[src/fscs_pkg.sv]
// constants for the frame synchronised configuration shadow
// assumes 9-bit register addresses and 16-bit register words
package fscs_pkg;

  // ------------------------------------------------------------------
  // widths
  // ------------------------------------------------------------------
  localparam int unsigned ADDR_W = 9;
  localparam int unsigned DATA_W = 16;

  // ------------------------------------------------------------------
  // register addresses
  // ------------------------------------------------------------------
  localparam logic [8:0] ADDR_MODE = 9'h0C0;
  localparam logic [8:0] ADDR_WINDOW_ENABLE_LOW = 9'h0C3;
  localparam logic [8:0] ADDR_WINDOW_ENABLE_HIGH = 9'h0C4;
  localparam logic [8:0] ADDR_BLACK_ROW_COUNT = 9'h0C5;
  localparam logic [8:0] ADDR_PADDING_ROW_COUNT = 9'h0C6;
  localparam logic [8:0] ADDR_MULT_TIMER = 9'h0C7;
  localparam logic [8:0] ADDR_FRAME_PERIOD_LENGTH = 9'h0C8;
  localparam logic [8:0] ADDR_EXPOSURE = 9'h0C9;
  localparam logic [8:0] ADDR_ROLLING_LINE_WIDTH = 9'h0CA;
  localparam logic [8:0] ADDR_GAIN_CONTROL = 9'h0CC;
  localparam logic [8:0] ADDR_FRAME_SYNC_CONTROL = 9'h0CE;
  localparam logic [8:0] ADDR_GEOM_FIRST = 9'h100;
  localparam logic [8:0] ADDR_GEOM_LAST = 9'h15F;

  // ------------------------------------------------------------------
  // mode register fields
  // ------------------------------------------------------------------
  localparam int unsigned MODE_SEQ_EN = 0;
  localparam int unsigned MODE_ROLLING = 1;
  localparam int unsigned MODE_TRIGGERED = 4;
  localparam int unsigned MODE_SLAVE = 5;
  localparam int unsigned MODE_SUBSAMPLE = 7;
  localparam int unsigned MODE_BINNING = 8;

  // ------------------------------------------------------------------
  // frame sync control fields
  // ------------------------------------------------------------------
  localparam int unsigned SYNC_LINE_WIDTH = 0;
  localparam int unsigned SYNC_BLACK = 1;
  localparam int unsigned SYNC_PADDING = 2;
  localparam int unsigned SYNC_EXPOSURE = 3;
  localparam int unsigned SYNC_GAIN = 4;
  localparam int unsigned SYNC_WINDOW = 5;
  localparam int unsigned SYNC_BLANK_WIN_SWITCH = 8;
  localparam int unsigned SYNC_EXPOSURE_MODE = 9;

  // gain control: latency compensation bit 13, gain in bits 12:0
  localparam int unsigned GAIN_LAT_COMP = 13;

  // ------------------------------------------------------------------
  // reset values
  // ------------------------------------------------------------------
  localparam logic [15:0] RST_MODE = 16'h0000;
  localparam logic [15:0] RST_WINDOW_LOW = 16'h0001;
  localparam logic [15:0] RST_ZERO = 16'h0000;
  localparam logic [15:0] RST_SYNC = 16'h003F;

endpackage : fscs_pkg

[src/fscs_hold_stage.sv]
// one word of active configuration that moves only on a load strobe
// assumes the load strobe is built on the same clock as the word
`timescale 1ns/1ps
`default_nettype none

module fscs_hold_stage #(
  parameter int unsigned WIDTH = 16,
  parameter logic [WIDTH-1:0] RESET_VALUE = '0
) (
  input wire logic clk,
  input wire logic srst,
  input wire logic load,
  input wire logic [WIDTH-1:0] d,
  output logic [WIDTH-1:0] q
);

  // ------------------------------------------------------------------
  // storage
  // ------------------------------------------------------------------
  // keeps its old value whenever load is low: this is the freeze
  always_ff @(posedge clk) begin
    if (srst) begin
      q <= RESET_VALUE;
    end else if (load) begin
      q <= d;
    end
  end

endmodule // fscs_hold_stage

`default_nettype wire

[src/fscs_frame_shadow.sv]
// staged and active register sets switched at frame boundaries
// assumes a register write port from the serial front end and a
// one-cycle frame start pulse from the sequencer, both on clk
`timescale 1ns/1ps
`default_nettype none

module fscs_frame_shadow (
  input wire logic clk,
  input wire logic srst,
  input wire logic frame_start,
  input wire logic reg_wr_en,
  input wire logic [8:0] reg_addr,
  input wire logic [15:0] reg_wdata,
  output logic [15:0] reg_rdata,
  output logic geom_wr_q,
  output logic [8:0] geom_addr_q,
  output logic [15:0] geom_data_q,
  output logic act_seq_enable,
  output logic act_rolling,
  output logic act_triggered,
  output logic act_slave,
  output logic act_subsample,
  output logic act_binning,
  output logic [15:0] act_window_enable_low,
  output logic [15:0] act_window_enable_high,
  output logic [15:0] act_black_rows,
  output logic [15:0] act_padding_rows,
  output logic [15:0] act_rolling_line_width,
  output logic [15:0] act_exposure,
  output logic [15:0] act_frame_period_length,
  output logic [15:0] act_mult_timer,
  output logic [12:0] act_gain,
  output logic blank_frame,
  output logic training_pattern
);

  // ------------------------------------------------------------------
  // staged copies written by the host
  // ------------------------------------------------------------------
  logic [15:0] mode_q; // shutter and operation mode, staged
  logic [15:0] win_lo_q; // window enable low, staged
  logic [15:0] win_hi_q; // window enable high, staged
  logic [15:0] black_q; // black row count, staged
  logic [15:0] pad_q; // padding row count, staged
  logic [15:0] mult_q; // exposure timer multiplier, staged
  logic [15:0] frlen_q; // frame period length, staged
  logic [15:0] expo_q; // exposure time, staged
  logic [15:0] line_q; // rolling line width, staged
  logic [15:0] gain_q; // gain control, staged
  logic [15:0] sync_q; // frame sync control, acts at once
  logic wr_black; // write to black row count this cycle
  logic wr_pad; // write to padding row count this cycle

  assign wr_black = reg_wr_en && (reg_addr == fscs_pkg::ADDR_BLACK_ROW_COUNT);
  assign wr_pad = reg_wr_en && (reg_addr == fscs_pkg::ADDR_PADDING_ROW_COUNT);

  // every write to a mapped register lands in its staged copy, frozen or not; the freeze
  // lives only between the staged and the active copies
  always_ff @(posedge clk) begin
    if (srst) begin
      mode_q <= fscs_pkg::RST_MODE;
      win_lo_q <= fscs_pkg::RST_WINDOW_LOW;
      win_hi_q <= fscs_pkg::RST_ZERO;
      black_q <= fscs_pkg::RST_ZERO;
      pad_q <= fscs_pkg::RST_ZERO;
      mult_q <= fscs_pkg::RST_ZERO;
      frlen_q <= fscs_pkg::RST_ZERO;
      expo_q <= fscs_pkg::RST_ZERO;
      line_q <= fscs_pkg::RST_ZERO;
      gain_q <= fscs_pkg::RST_ZERO;
      sync_q <= fscs_pkg::RST_SYNC;
    end else if (reg_wr_en) begin
      case (reg_addr)
        fscs_pkg::ADDR_MODE: mode_q <= reg_wdata;
        fscs_pkg::ADDR_WINDOW_ENABLE_LOW: win_lo_q <= reg_wdata;
        fscs_pkg::ADDR_WINDOW_ENABLE_HIGH: win_hi_q <= reg_wdata;
        fscs_pkg::ADDR_BLACK_ROW_COUNT: black_q <= reg_wdata;
        fscs_pkg::ADDR_PADDING_ROW_COUNT: pad_q <= reg_wdata;
        fscs_pkg::ADDR_MULT_TIMER: mult_q <= reg_wdata;
        fscs_pkg::ADDR_FRAME_PERIOD_LENGTH: frlen_q <= reg_wdata;
        fscs_pkg::ADDR_EXPOSURE: expo_q <= reg_wdata;
        fscs_pkg::ADDR_ROLLING_LINE_WIDTH: line_q <= reg_wdata;
        fscs_pkg::ADDR_GAIN_CONTROL: gain_q <= reg_wdata;
        fscs_pkg::ADDR_FRAME_SYNC_CONTROL: sync_q <= reg_wdata;
        default: begin
          // geometry and unmapped addresses store nothing here
        end
      endcase
    end
  end

  // ------------------------------------------------------------------
  // read back: always the staged copy
  // ------------------------------------------------------------------
  // registered one cycle after the address; unmapped reads zero
  always_ff @(posedge clk) begin
    if (srst) begin
      reg_rdata <= 16'h0000;
    end else begin
      case (reg_addr)
        fscs_pkg::ADDR_MODE: reg_rdata <= mode_q;
        fscs_pkg::ADDR_WINDOW_ENABLE_LOW: reg_rdata <= win_lo_q;
        fscs_pkg::ADDR_WINDOW_ENABLE_HIGH: reg_rdata <= win_hi_q;
        fscs_pkg::ADDR_BLACK_ROW_COUNT: reg_rdata <= black_q;
        fscs_pkg::ADDR_PADDING_ROW_COUNT: reg_rdata <= pad_q;
        fscs_pkg::ADDR_MULT_TIMER: reg_rdata <= mult_q;
        fscs_pkg::ADDR_FRAME_PERIOD_LENGTH: reg_rdata <= frlen_q;
        fscs_pkg::ADDR_EXPOSURE: reg_rdata <= expo_q;
        fscs_pkg::ADDR_ROLLING_LINE_WIDTH: reg_rdata <= line_q;
        fscs_pkg::ADDR_GAIN_CONTROL: reg_rdata <= gain_q;
        fscs_pkg::ADDR_FRAME_SYNC_CONTROL: reg_rdata <= sync_q;
        default: reg_rdata <= 16'h0000;
      endcase
    end
  end

  // ------------------------------------------------------------------
  // window geometry pass-through
  // ------------------------------------------------------------------
  // geometry is not frozen by any sync bit, so a resize of the active
  // window reaches the sequencer at once and may spoil one image
  always_ff @(posedge clk) begin
    if (srst) begin
      geom_wr_q <= 1'b0;
      geom_addr_q <= 9'h000;
      geom_data_q <= 16'h0000;
    end else begin
      geom_wr_q <= reg_wr_en && (reg_addr >= fscs_pkg::ADDR_GEOM_FIRST)
                   && (reg_addr <= fscs_pkg::ADDR_GEOM_LAST);
      geom_addr_q <= reg_addr;
      geom_data_q <= reg_wdata;
    end
  end

  // ------------------------------------------------------------------
  // group load strobes
  // ------------------------------------------------------------------
  logic ld_line; // line width transfer
  logic ld_black; // black row transfer
  logic ld_pad; // padding row transfer
  logic ld_expo; // exposure group transfer
  logic ld_gain; // gain group transfer
  logic ld_win; // window selection transfer
  logic expo_bypass; // triggered global master with sync mode
  logic [15:0] expo_p; // exposure one frame behind
  logic [15:0] frlen_p; // frame length one frame behind
  logic [15:0] mult_p; // multiplier one frame behind
  logic [12:0] gain_p; // gain one frame behind
  logic [12:0] gain_src; // gain feeding the active copy

  // a cleared sync bit simply withholds the frame start strobe
  assign ld_line = frame_start && sync_q[fscs_pkg::SYNC_LINE_WIDTH];
  assign ld_black = frame_start && sync_q[fscs_pkg::SYNC_BLACK];
  assign ld_pad = frame_start && sync_q[fscs_pkg::SYNC_PADDING];
  assign ld_expo = frame_start && sync_q[fscs_pkg::SYNC_EXPOSURE];
  assign ld_gain = frame_start && sync_q[fscs_pkg::SYNC_GAIN];
  assign ld_win = frame_start && sync_q[fscs_pkg::SYNC_WINDOW];

  // triggered and master only mean anything in global shutter
  assign expo_bypass = !act_rolling && act_triggered && !act_slave
                       && sync_q[fscs_pkg::SYNC_EXPOSURE_MODE];

  // ------------------------------------------------------------------
  // mode bits
  // ------------------------------------------------------------------
  // shutter, trigger and slave are static settings changed in standby,
  // so they follow the staged value directly
  always_ff @(posedge clk) begin
    if (srst) begin
      act_seq_enable <= 1'b0;
      act_rolling <= 1'b0;
      act_triggered <= 1'b0;
      act_slave <= 1'b0;
    end else begin
      act_seq_enable <= mode_q[fscs_pkg::MODE_SEQ_EN];
      act_rolling <= mode_q[fscs_pkg::MODE_ROLLING];
      act_triggered <= mode_q[fscs_pkg::MODE_TRIGGERED];
      act_slave <= mode_q[fscs_pkg::MODE_SLAVE];
    end
  end

  // subsampling and binning move with the window selection
  always_ff @(posedge clk) begin
    if (srst) begin
      act_subsample <= 1'b0;
      act_binning <= 1'b0;
    end else if (ld_win) begin
      act_subsample <= mode_q[fscs_pkg::MODE_SUBSAMPLE];
      act_binning <= mode_q[fscs_pkg::MODE_BINNING];
    end
  end

  // ------------------------------------------------------------------
  // active copies, one hold stage per word, two per exposure group word and gain word
  // ------------------------------------------------------------------
  // all stages load only on a frame start strobe, so a frame under
  // way never sees a half written group
  fscs_hold_stage #(.WIDTH(16), .RESET_VALUE(fscs_pkg::RST_WINDOW_LOW))
    u_win_lo (.clk(clk), .srst(srst), .load(ld_win), .d(win_lo_q),
              .q(act_window_enable_low));
  fscs_hold_stage #(.WIDTH(16), .RESET_VALUE(fscs_pkg::RST_ZERO))
    u_win_hi (.clk(clk), .srst(srst), .load(ld_win), .d(win_hi_q),
              .q(act_window_enable_high));
  fscs_hold_stage #(.WIDTH(16), .RESET_VALUE(fscs_pkg::RST_ZERO))
    u_black (.clk(clk), .srst(srst), .load(ld_black), .d(black_q),
             .q(act_black_rows));
  fscs_hold_stage #(.WIDTH(16), .RESET_VALUE(fscs_pkg::RST_ZERO))
    u_pad (.clk(clk), .srst(srst), .load(ld_pad), .d(pad_q),
           .q(act_padding_rows));
  fscs_hold_stage #(.WIDTH(16), .RESET_VALUE(fscs_pkg::RST_ZERO))
    u_line (.clk(clk), .srst(srst), .load(ld_line), .d(line_q),
            .q(act_rolling_line_width));

  // exposure: first stage catches staged words, second applies them a
  // frame later; the bypass feeds the staged words straight through
  fscs_hold_stage #(.WIDTH(16), .RESET_VALUE(fscs_pkg::RST_ZERO))
    u_expo_p (.clk(clk), .srst(srst), .load(ld_expo), .d(expo_q),
              .q(expo_p));
  fscs_hold_stage #(.WIDTH(16), .RESET_VALUE(fscs_pkg::RST_ZERO))
    u_frlen_p (.clk(clk), .srst(srst), .load(ld_expo), .d(frlen_q),
               .q(frlen_p));
  fscs_hold_stage #(.WIDTH(16), .RESET_VALUE(fscs_pkg::RST_ZERO))
    u_mult_p (.clk(clk), .srst(srst), .load(ld_expo), .d(mult_q),
              .q(mult_p));
  fscs_hold_stage #(.WIDTH(16), .RESET_VALUE(fscs_pkg::RST_ZERO))
    u_expo_a (.clk(clk), .srst(srst), .load(ld_expo),
              .d(expo_bypass ? expo_q : expo_p), .q(act_exposure));
  fscs_hold_stage #(.WIDTH(16), .RESET_VALUE(fscs_pkg::RST_ZERO))
    u_frlen_a (.clk(clk), .srst(srst), .load(ld_expo),
               .d(expo_bypass ? frlen_q : frlen_p),
               .q(act_frame_period_length));
  fscs_hold_stage #(.WIDTH(16), .RESET_VALUE(fscs_pkg::RST_ZERO))
    u_mult_a (.clk(clk), .srst(srst), .load(ld_expo),
              .d(expo_bypass ? mult_q : mult_p), .q(act_mult_timer));

  // gain: extra frame of delay only with latency compensation set
  assign gain_src = gain_q[fscs_pkg::GAIN_LAT_COMP] ? gain_p
                    : gain_q[12:0];
  fscs_hold_stage #(.WIDTH(13), .RESET_VALUE(13'h0000))
    u_gain_p (.clk(clk), .srst(srst), .load(ld_gain), .d(gain_q[12:0]),
              .q(gain_p));
  fscs_hold_stage #(.WIDTH(13), .RESET_VALUE(13'h0000))
    u_gain_a (.clk(clk), .srst(srst), .load(ld_gain), .d(gain_src),
              .q(act_gain));

  // ------------------------------------------------------------------
  // blanking
  // ------------------------------------------------------------------
  logic black_pend_q; // black rows rewritten since last transfer
  logic pad_pend_q; // padding rows rewritten since last transfer
  logic win_switch; // staged selection differs from active one
  logic blank_d; // blank decision for the frame now starting

  // a write in the same cycle as the transfer keeps the flag set, since
  // that new value is only carried over at the following frame start
  always_ff @(posedge clk) begin
    if (srst) begin
      black_pend_q <= 1'b0;
      pad_pend_q <= 1'b0;
    end else begin
      black_pend_q <= wr_black || (black_pend_q && !ld_black);
      pad_pend_q <= wr_pad || (pad_pend_q && !ld_pad);
    end
  end

  // geometry writes never count as a switch, only selection changes
  assign win_switch = ({win_hi_q, win_lo_q}
                       != {act_window_enable_high, act_window_enable_low});

  always_comb begin
    blank_d = 1'b0;
    if (act_rolling) begin
      blank_d = (black_pend_q && ld_black) || (pad_pend_q && ld_pad)
                || (ld_win && win_switch
                    && sync_q[fscs_pkg::SYNC_BLANK_WIN_SWITCH]);
    end
  end

  // the blank decision holds for the whole frame that just started
  always_ff @(posedge clk) begin
    if (srst) begin
      blank_frame <= 1'b0;
    end else if (frame_start) begin
      blank_frame <= blank_d;
    end
  end

  // training patterns replace data on data and sync lanes while blank
  assign training_pattern = blank_frame;
endmodule // fscs_frame_shadow

`default_nettype wire

[config.mk]
export PLATFORM = sky130hd
export DESIGN_NAME = fscs_frame_shadow
export DESIGN_NICKNAME = d
export VERILOG_FILES = /design/src/fscs_pkg.sv /design/src/fscs_hold_stage.sv /design/src/fscs_frame_shadow.sv
export SDC_FILE = /design/constraint.sdc
export NUM_CORES = 1
export LEC_CHECK = 0
export BUFFER_PORTS_ARGS = -buffer_cell sky130_fd_sc_hd__buf_2
export CAP_MARGIN = 20
export CORE_MARGIN = 2
export CORE_UTILIZATION = 40
export DETAILED_ROUTE_END_ITERATION = 12
export SYNTH_ARGS = -nofsm -noshare
export SYNTH_HDL_FRONTEND = slang
export SYNTH_HIERARCHICAL = 1
export SYNTH_SLANG_ARGS = --single-unit
[constraint.sdc]
create_clock -name clk -period 2.3 [get_ports clk]
set_input_delay 0.23 -clock clk [delete_from_list [all_inputs] [get_ports clk]]
set_output_delay 0.23 -clock clk [all_outputs]
set_load 0.01 [all_outputs]
After elaboration in Yosys (flattened, before gate mapping)
Index checks and enable logic that the tools add are counted.
Widths: inputs -> output; s select.
- bits in registers: 429
- reductions and logical operators: 38
- magnitude comparators: 2
- equal/unequal tests: 12
- muxes and demuxes: 6
- operators with widths (cell ; count):
    $pmux 16 s11 ; 1
    $eq 9x8->1 const B ; 11
    $mux 16 ; 3
    $ne 32x32->1 ; 1
    $reduce_and 2->1 ; 11
    $logic_and 1x1->1 ; 19
    $mux 13 ; 1
    $ge 9x9->1 const B ; 1
    $le 9x9->1 const B ; 1
    $logic_not 1->1 ; 4
    $logic_or 1x1->1 ; 4
    $mux 1 ; 1

Logic depth before layout (Yosys ltp)
Gate-level depths: netlist (run 1).
- word-level depth: 5
- depth in mapped cells: 9
- depth with buffers taken out: 5

Cells and area by module
Netlist (run 1), hierarchy kept.
- by module, submodules not included (module ; times used ; area each (um^2) ; cells each):
    fscs_frame_shadow ; 1 ; 10312.4 ; 1233
    fscs_hold_stage at u_black ... ; 10 ; 580.6 ; 52
    fscs_hold_stage at u_gain_a ... ; 2 ; 474.2 ; 42
    fscs_hold_stage at u_win_lo ; 1 ; 581.8 ; 52

Least setup slack after synthesis (run 1)
No wires, ideal clock.
- kind: reg2reg
- from: reg act_triggered
- to: reg u_frlen_a.q[13]
- buffers on the path: 2
- setup slack: 0.316 ns
- setup time: 0.122 ns
- stages on the path, launching flop included: 7
- data arrival time: 1.862 ns
- path through: dfxtp_1 -> nor4bb_1 -> clkbuf_1 -> buf_2 -> mux2_2 -> mux2i_1 -> nor2_1
- word-level cells in the longest chain between the ends: 4
- RTL lines (item ; RTL line ; text):
    from (decl) ; fscs_frame_shadow.sv:20 ; output logic act_triggered,
    from (signal assigned) ; fscs_frame_shadow.sv:177 ; act_triggered <= mode_q[fscs_pkg::MODE_TRIGGERED];
    $logic_and 1x1->1 (2 in a row) ; fscs_frame_shadow.sv:160 ; assign expo_bypass = !act_rolling && act_triggered && !act_slave
    $logic_and 1x1->1 ; fscs_frame_shadow.sv:161 ; && sync_q[fscs_pkg::SYNC_EXPOSURE_MODE];
    $mux 16 ; fscs_frame_shadow.sv:230 ; .d(expo_bypass ? frlen_q : frlen_p),
    to (signal assigned) ; fscs_hold_stage.sv:23 ; q <= RESET_VALUE;
    to (signal assigned) ; fscs_hold_stage.sv:25 ; q <= d;
    to (decl) ; fscs_hold_stage.sv:14 ; output logic [WIDTH-1:0] q
No other way between the ends.
A chain may end at the register's enable or synchronous reset.

Worst setup path in the final report (run 1)
- from: in reg_addr[5]
- to: reg reg_rdata[0]
- word-level cells in the longest chain between the ends: 2
- elaborated cells on any way between the ends: 12
- RTL lines (item ; RTL line ; text):
    from (decl) ; fscs_frame_shadow.sv:12 ; input wire logic [8:0] reg_addr,
    $eq 9x8->1 ; fscs_frame_shadow.sv:100 ; case (reg_addr)
    $pmux 16 s11 (*) ; fscs_frame_shadow.sv:100 ;
    to (signal assigned) ; fscs_frame_shadow.sv:101 ; fscs_pkg::ADDR_MODE: reg_rdata <= mode_q;
    to (signal assigned) ; fscs_frame_shadow.sv:102 ; fscs_pkg::ADDR_WINDOW_ENABLE_LOW: reg_rdata <= win_lo_q;
    to (signal assigned) ; fscs_frame_shadow.sv:103 ; fscs_pkg::ADDR_WINDOW_ENABLE_HIGH: reg_rdata <= win_hi_q;
    to (decl) ; fscs_frame_shadow.sv:14 ; output logic [15:0] reg_rdata,
Every way passes the cells marked *; elsewhere a longest branch is shown, timed or not.

==> metrics.md, run 1 <==
| Metric | Value |
|---|---|
| Fin crit share | `between 90% and 100%` |
| Hold Path Depth | `3` |
| Placed Area | `roughly 19000 µm²` |
| Pins Over Slew Limit | `0` |
| Starting Density | `40.8%` |
| Clock root cell | `clkbuf_16` |
| Die Wd | `between 200 and 250 µm` |
| Hold WC Path Type | `in -> reg` |
| Row count | `76` |
| Hold Path Origin | `frame_start` |
| GRT Overall Usage | `a little over a quarter` |
| Setup TNS Final | `0 ns` |
| Data arrival, critical path | `2.68 ns` |
| Syn Inst Count | `1889` |
| Synthesized net count | `about 1900` |
| First-pass GRT wire length | `roughly 90000 µm` |
| CTS Buffer Depth | `3` |
| Clk Latency, worst-skew pair | `about 0.6 ns` |
| Final min period | `between 2 and 2.5 ns` |
| RSZ-0062 raised after global routing | `no` |
| Core area | `between 40000 and 50000 µm²` |
| DR iter-0 viols | `about 1400` |
| Setup crit start kind | `input port` |
| Worst r2r src | `act_rolling$_SDFF_PP0_` |
| Vias | `approximately 15000` |
| Final wirelength | `just over 60000 µm` |
| Post-synthesis sequential area ratio | `48.7%` |
| Die H | `214 µm` |
| Critical-path maximum fanout | `7` |
| Number of enable flip-flop cells after synthesis | `0` |
| Pwr/cell area | `764 nW/µm²` |
| Synth Flop Type | `dfxtp_1` |
| # diodes | `0` |
| Layout cells sized above 1 | `22.0%` |
| Logic pwr share | `under 10%` |
| Hold Buf Count CTS | `5` |
| Leak | `approximately 9.1 nW` |
| Synthesized flop and latch total | `429` |
| Post-route insts no fill | `2716` |
| Clock tree from TritonCTS | `built` |
| Top-count cell post-synth | `dfxtp_1` |
| Sw Ratio | `roughly 23%` |
| Multi-input gate area | `8080 µm²` |
| Clock sinks | `between 400 and 500` |
| Post-CTS resize count | `0` |
| Clock skew | `0.0243 ns` |
| RD Place Congestion | `0.932` |
| Worst vdd ir | `between 0.4 and 0.5 mV` |
| Slew margin rel. | `approximately 44%` |
| Most frequent cells after synthesis | `dfxtp_1, nand2_1, mux2i_1, nor2_1, a21oi_1` |
| Worst r2r path cells | `5` |
| Num CTS Buffers | `47` |
| Hold Path End | `blank_frame$_SDFFE_PP0P_` |
| Clock power frac | `between 40% and 50%` |
| Utilization after layout | `between 40% and 50%` |
| Remaining DRCs | `0` |
| CTS clock-pin slew for the worst setup and hold paths | `0.06 ns` |
| Vias in the first global route | `~14000` |
| WS Path Type | `in -> reg` |
| Input/output buffers | `about 220` |
| Antenna viol nets, final | `0` |
| Mean Syn Cell Area | `~9.3 µm²` |
| YS warnings | `6` |
| FF/Latch Area | `roughly 8600 µm²` |
| Fin. Hold Viols | `0` |
| Vias per std cell | `between 5 and 6` |
| Crit end category | `flip-flop` |
| Largest cells by area after synthesis | `dfxtp_1, mux2i_1, nand2_1` |
| Largest area contributor in the netlist | `dfxtp_1` |
| Worst-Margin Slew | `between 0.8 and 0.9 ns` |
| Drt pass-1 iters | `7` |
| Routed len/inst | `between 20 and 25 µm` |
| Final setup violation count | `0` |
| Filler Cells Inserted | `around 4100` |
| Dpl hpwl | `about 43000 µm` |
| Max-cap violations | `0` |
| Pin count of the biggest net entering global routing | `approximately 180` |
| Net Sw Power | `between 0.003 and 0.004 W` |
| Post-CTS Setup Repair Bufs | `0` |
| Internal power | `0.0123 W` |
| Cell area after layout | `between 20000 and 25000 µm²` |
| Mapped Area | `17600 µm²` |
| R2R Setup Slk | `slightly below 0.4 ns` |
| Placed cells | `approximately 2600` |
| Async set-reset flop share out of synthesis | `0%` |
| Fmax | `455 MHz` |
| Status | `complete, no violations` |
| Top Ports | `220` |
| Sequential power share | `between 40% and 50%` |
| Initial antenna violation count | `5` |
| Final #Nets | `2123` |
| Synth cell types | `51` |
| DIE AREA | `~46000 µm²` |
| Critical Path RT | `2.79 ns` |
| GRT overflow | `0` |
| P&R area growth vs syn | `18.8%` |
| Reg-to-Reg End | `u_mult_a/q[7]$_SDFFE_PP0P_` |
| H-tree depth | `2` |
| Top-area cell type share of the netlist area | `approximately half` |
==> power groups by stage <==
| stage | Clock (W) | Combinational, W | Sequential [W] |
|---|---|---|---|
| after floorplan | 0 | 0.000498 | 0.00764 |
| after global placement | 0 | 0.000776 | 0.00763 |
| after detailed placement | 0 | 0.000776 | 0.00763 |
| after CTS | 0.00787 | 0.000784 | 0.00747 |
| after global routing | 0.00817 | 0.000822 | 0.00746 |
| final | 0.00775 | 0.000795 | 0.00747 |
==> critical path: stages <==
cell and delay [ns]:
dlygate4sd3_1 0.54, buf_2 0.13, and4bb_1 0.43, nand2_1 0.25, buf_4 0.24, nor3_1 0.39, a221oi_1 0.19, a21oi_1 0.29
==> how the worst max path moves through the flow <==
stage,from,to,slack (ns),cells after the start
after floorplan,act_triggered$_SDFF_PP0_,u_frlen_a/q[13]$_SDFFE_PP0P_,0.32,6
after global placement,reg_addr[2],win_lo_q[13]$_SDFFE_PP0P_,0.07,9
after detailed placement,reg_addr[2],win_lo_q[13]$_SDFFE_PP0P_,0.07,9
after CTS,reg_addr[5],reg_rdata[0]$_SDFF_PP0_,0.23,8
after global routing,reg_addr[5],reg_rdata[0]$_SDFF_PP0_,0.08,8
final,reg_addr[5],reg_rdata[0]$_SDFF_PP0_,0.10,8
==> stage by stage <==
stage / hold WS [ns] / power (W) / setup slack [ns]
after CTS: 0.0581 / 0.0161 / 0.226
after detailed placement: 0.445 / 0.00841 / 0.0656
final: 0.0843 / 0.0160 / 0.103
after floorplan: 0.302 / 0.00814 / 0.316
after global routing: 0.0876 / 0.0165 / 0.0800
after global placement: 0.434 / 0.00841 / 0.0717
==> cell type report <==
| class | count | share of cell area, % |
|---|---|---|
| flip-flops and latches | 429 | 40.9 |
| multi-input cells | 1296 | 38.5 |
| repair buffers | 313 | 9.29 |
| clock buffers | 65 | 6.46 |
| well taps | 585 | 3.49 |
| clock inverters | 21 | 1.16 |
| inverters | 7 | 0.125 |
==> layer usage <==
layer	share of wire [%]	routed length (µm)	up-vias	global-route usage, %
met5	0.021	13	-	0
met4	4.1	2520	2	11.0
met3	6.9	4230	126	4.38
met2	44	27300	569	40.4
met1	45	27300	7120	35.8
li1	-	-	6804	-
==> placed cells by master, fill, tap and decap left out, types with 4 or more instances in the layout <==
cell type / count
dfxtp_1: 429
nand2_1: 318
mux2i_1: 261
nor2_1: 253
buf_2: 218
a21oi_1: 158
buf_4: 79
mux2_2: 74
clkbuf_16: 48
nor2b_1: 34
xor2_1: 32
nand3_1: 17
a22oi_1: 17
nor3_1: 15
a31oi_1: 11
nor4_1: 11
buf_12: 10
clkbuf_8: 9
clkinv_2: 9
a22o_1: 8
clkbuf_1: 8
inv_1: 7
or3_1: 7
nand4_1: 7
o2bb2ai_1: 7
a221oi_1: 7
o22ai_1: 7
nand2b_1: 6
and2_1: 5
a32o_1: 5
o32ai_1: 5
dlygate4sd3_1: 5
bufinv_16: 4
==> cells by family after synthesis <==
family	share of synthesized area, %
and+or+nand+nor	16.2
AOI/OAI and AO/OA	8.23
DFF	48.7
muxes	19.7
xor gates and xnor gates	1.59
buffers and inverters	5.69
Power figures use the tool's default switching activity.
==> inputs of run 2 (changes only) <==
Settings changed: CORE_UTILIZATION 40 to 50, PLACE_DENSITY from default to 0.7.
==> run 2 against run 1 <==
Net effect:
- combinational power fell by 2%
- worst setup slack worse by 0.016 ns
- hold slack got worse by 0.021 ns
- non-clock buffer count shrank 7
- sequential share of layout area up 0.60 points
- via count hardly changed
- utilization up 11 points
- total power decreased by 2.3%
- design area decreased by 1.4%
- final cell count decreased by 5.2%
- die area down 20%
- critical endpoint is now frlen_q[2]$_SDFFE_PP0P_
- largest power group is now sequential cells
==> metrics.md, run 2 (synthesis gave the netlist of run 1 again) <==
| Metric | Value |
|---|---|
| Status | `complete, no violations` |
| Net Sw Power | `~0.0036 W` |
| Filler Cells Inserted | `3012` |
| Clock sinks | `approximately 430` |
| Pin count of the biggest net entering global routing | `205` |
| Clk Latency, worst-skew pair | `roughly 0.57 ns` |
| WS Path Type | `in -> reg` |
| DIE AREA | `approximately 37000 µm²` |
| Critical-path top delay cell | `or3_1` |
| Fmax | `roughly 450 MHz` |
| Routed len/inst | `22.1 µm` |
| FF/Latch Area | `8590 µm²` |
| Vias in the first global route | `roughly 14000` |
| Num CTS Buffers | `45` |
| Input/output buffers | `approximately 220` |
| Final #Nets | `2114` |
| Fin crit share | `between 90% and 100%` |
| Commonest non-fill, non-tap cells in the layout | `dfxtp_1, nand2_1, mux2i_1` |
| GRT Overall Usage | `a little under a third` |
| Fin. Hold Viols | `0` |
| Dpl hpwl | `approximately 40000 µm` |
| Setup TNS Final | `0 ns` |
| Pwr/cell area | `about 760 nW/µm²` |
| Starting Density | `51.0%` |
| Sequential power share | `between 40% and 50%` |
| Sw Ratio | `22.7%` |
| Drt pass-1 iters | `5` |
| # diodes | `0` |
| Worst vdd ir | `between 0.5 and 0.6 mV` |
| Row count | `68` |
| CTS clock-pin slew for the worst setup and hold paths | `0.06 ns` |
| DR iter-0 viols | `~1900` |
| Internal power | `roughly 0.012 W` |
| Post-CTS Setup Repair Bufs | `0` |
| P&R area growth vs syn | `17.1%` |
| Die H | `~190 µm` |
| RSZ-0062 raised after global routing | `no` |
| Hold WC Path Type | `in -> reg` |
| Clock root cell | `clkbuf_16` |
| CTS Buffer Depth | `3` |
| Crit-path cells | `dlygate4sd3_1 > buf_2 > and4bb_1 > nand3_2 > buf_4 > or3_1 > nand2_1 > a21oi_1` |
| Logic pwr share | `approximately 5%` |
| Layout cells sized above 1 | `21.5%` |
| Multi-input gate area | `~8000 µm²` |
| Slew margin rel. | `35.9%` |
| GRT overflow | `0` |
| Die Wd | `192 µm` |
| Utilization after layout | `about three fifths` |
| Clock power frac | `between 40% and 50%` |
| Commonest non-fill, non-tap cell in the layout | `dfxtp_1` |
| Remaining DRCs | `0` |
| First-pass GRT wire length | `between 80000 and 90000 µm` |
| CP top delay family | `simple AND/OR/NAND/NOR gates` |
| Final wirelength | `about 57000 µm` |
| Placed Area | `between 15000 and 20000 µm²` |
| Initial antenna violation count | `1` |
| Crit end category | `flip-flop` |
| Pins Over Slew Limit | `0` |
| Setup crit start kind | `input port` |
| Critical Path RT | `2.70 ns` |
| Vias | `between 10000 and 15000` |
| Critical-path maximum fanout | `16` |
| Clock skew | `0.0254 ns` |
| CP max stage delay | `0.57 ns` |
| Cell area after layout | `about 21000 µm²` |
| RD Place Congestion | `slightly below 1` |
| Antenna viol nets, final | `0` |
| H-tree depth | `2` |
| Data arrival, critical path | `2.61 ns` |
| Crit path buf inv count | `3` |
| Top Ports | `between 200 and 250` |
| Clock tree from TritonCTS | `built` |
| Final setup violation count | `0` |
| Worst-Margin Slew | `0.961 ns` |
| Max-cap violations | `0` |
| Leak | `about 9 nW` |
| Final min period | `approximately 2.2 ns` |
| Core area | `roughly 35000 µm²` |
| Vias per std cell | `around 5.7` |
run 2: changes by cell type in the layout (fill, tap and decap cells not counted), sizes merged:
| cell | change |
|---|---|
| dlygate4sd3 | -1 |
| clkinv | -3 |
| clkbuf | -1 |
| buf | -6 |
| inv | +1 |
| clkinvlp | -1 |
run 2: final timing paths:
check                                    end  slack [ns]                     from  depth (start not counted)
setup reg to reg  u_expo_a/q[7]$_SDFFE_PP0P_        0.38   act_rolling$_SDFF_PP0_                          5
hold reg to reg      sync_q[13]$_SDFFE_PP0P_        0.45  sync_q[13]$_SDFFE_PP0P_                          2
setup / recovery     frlen_q[2]$_SDFFE_PP0P_        0.09              reg_addr[5]                          8
hold / removal     geom_addr_q[8]$_SDFF_PP0_        0.06              reg_addr[8]                          3
run 2: timing repair:
item                                   CTS  global route
hold buffers                             4             0
resized for setup                        0             1
endpoints found under the hold margin    5             0
setup endpoints to repair                0            15
run 2: layer usage:
layer / vias to the layer above / GRT usage, % / wire (µm)
met2: 705 / 46.3 / 24900
met3: 128 / 4.90 / 4910
met5: - / 0 / 13
met4: 2 / 14.4 / 2540
met1: 6986 / 42.6 / 24600
li1: 6789 / - / -
run 2: metrics by stage:
stage               total power, W  std cells  setup WS (ns)  hold slack [ns]
floorplan                  0.00814       1889          0.316            0.302
global placement           0.00839       2489          0.165            0.437
detailed placement         0.00839       2489          0.107            0.445
CTS                         0.0157       2575          0.128           0.0392
global route                0.0160       2575         0.0152           0.0817
finish                      0.0157       2575         0.0868           0.0633
run 2: power groups by stage:
stage	logic, W	registers, W	clock network, W
3_3_place_gp	0.000753	0.00763	0
6_report	0.000776	0.00747	0.00741
5_1_grt	0.000804	0.00747	0.00777
3_5_place_dp	0.000753	0.00763	0
4_1_cts	0.000761	0.00747	0.00750
2_1_floorplan	0.000498	0.00764	0
run 2: layout make-up:
cell class	count	share of cell area [%]
Clock inverter	18	1.00
Sequential cell	429	41.5
Timing Repair Buffer	306	9.16
Tap cell	455	2.75
Inverter	7	0.127
Clock buffer	64	6.29
Multi-Input combinational cell	1296	39.1
run 2: worst min-delay path, cell delays in order:
cell	delay, ns
buf_2	0.11
inv_1	0.12
nor2_1	0.10
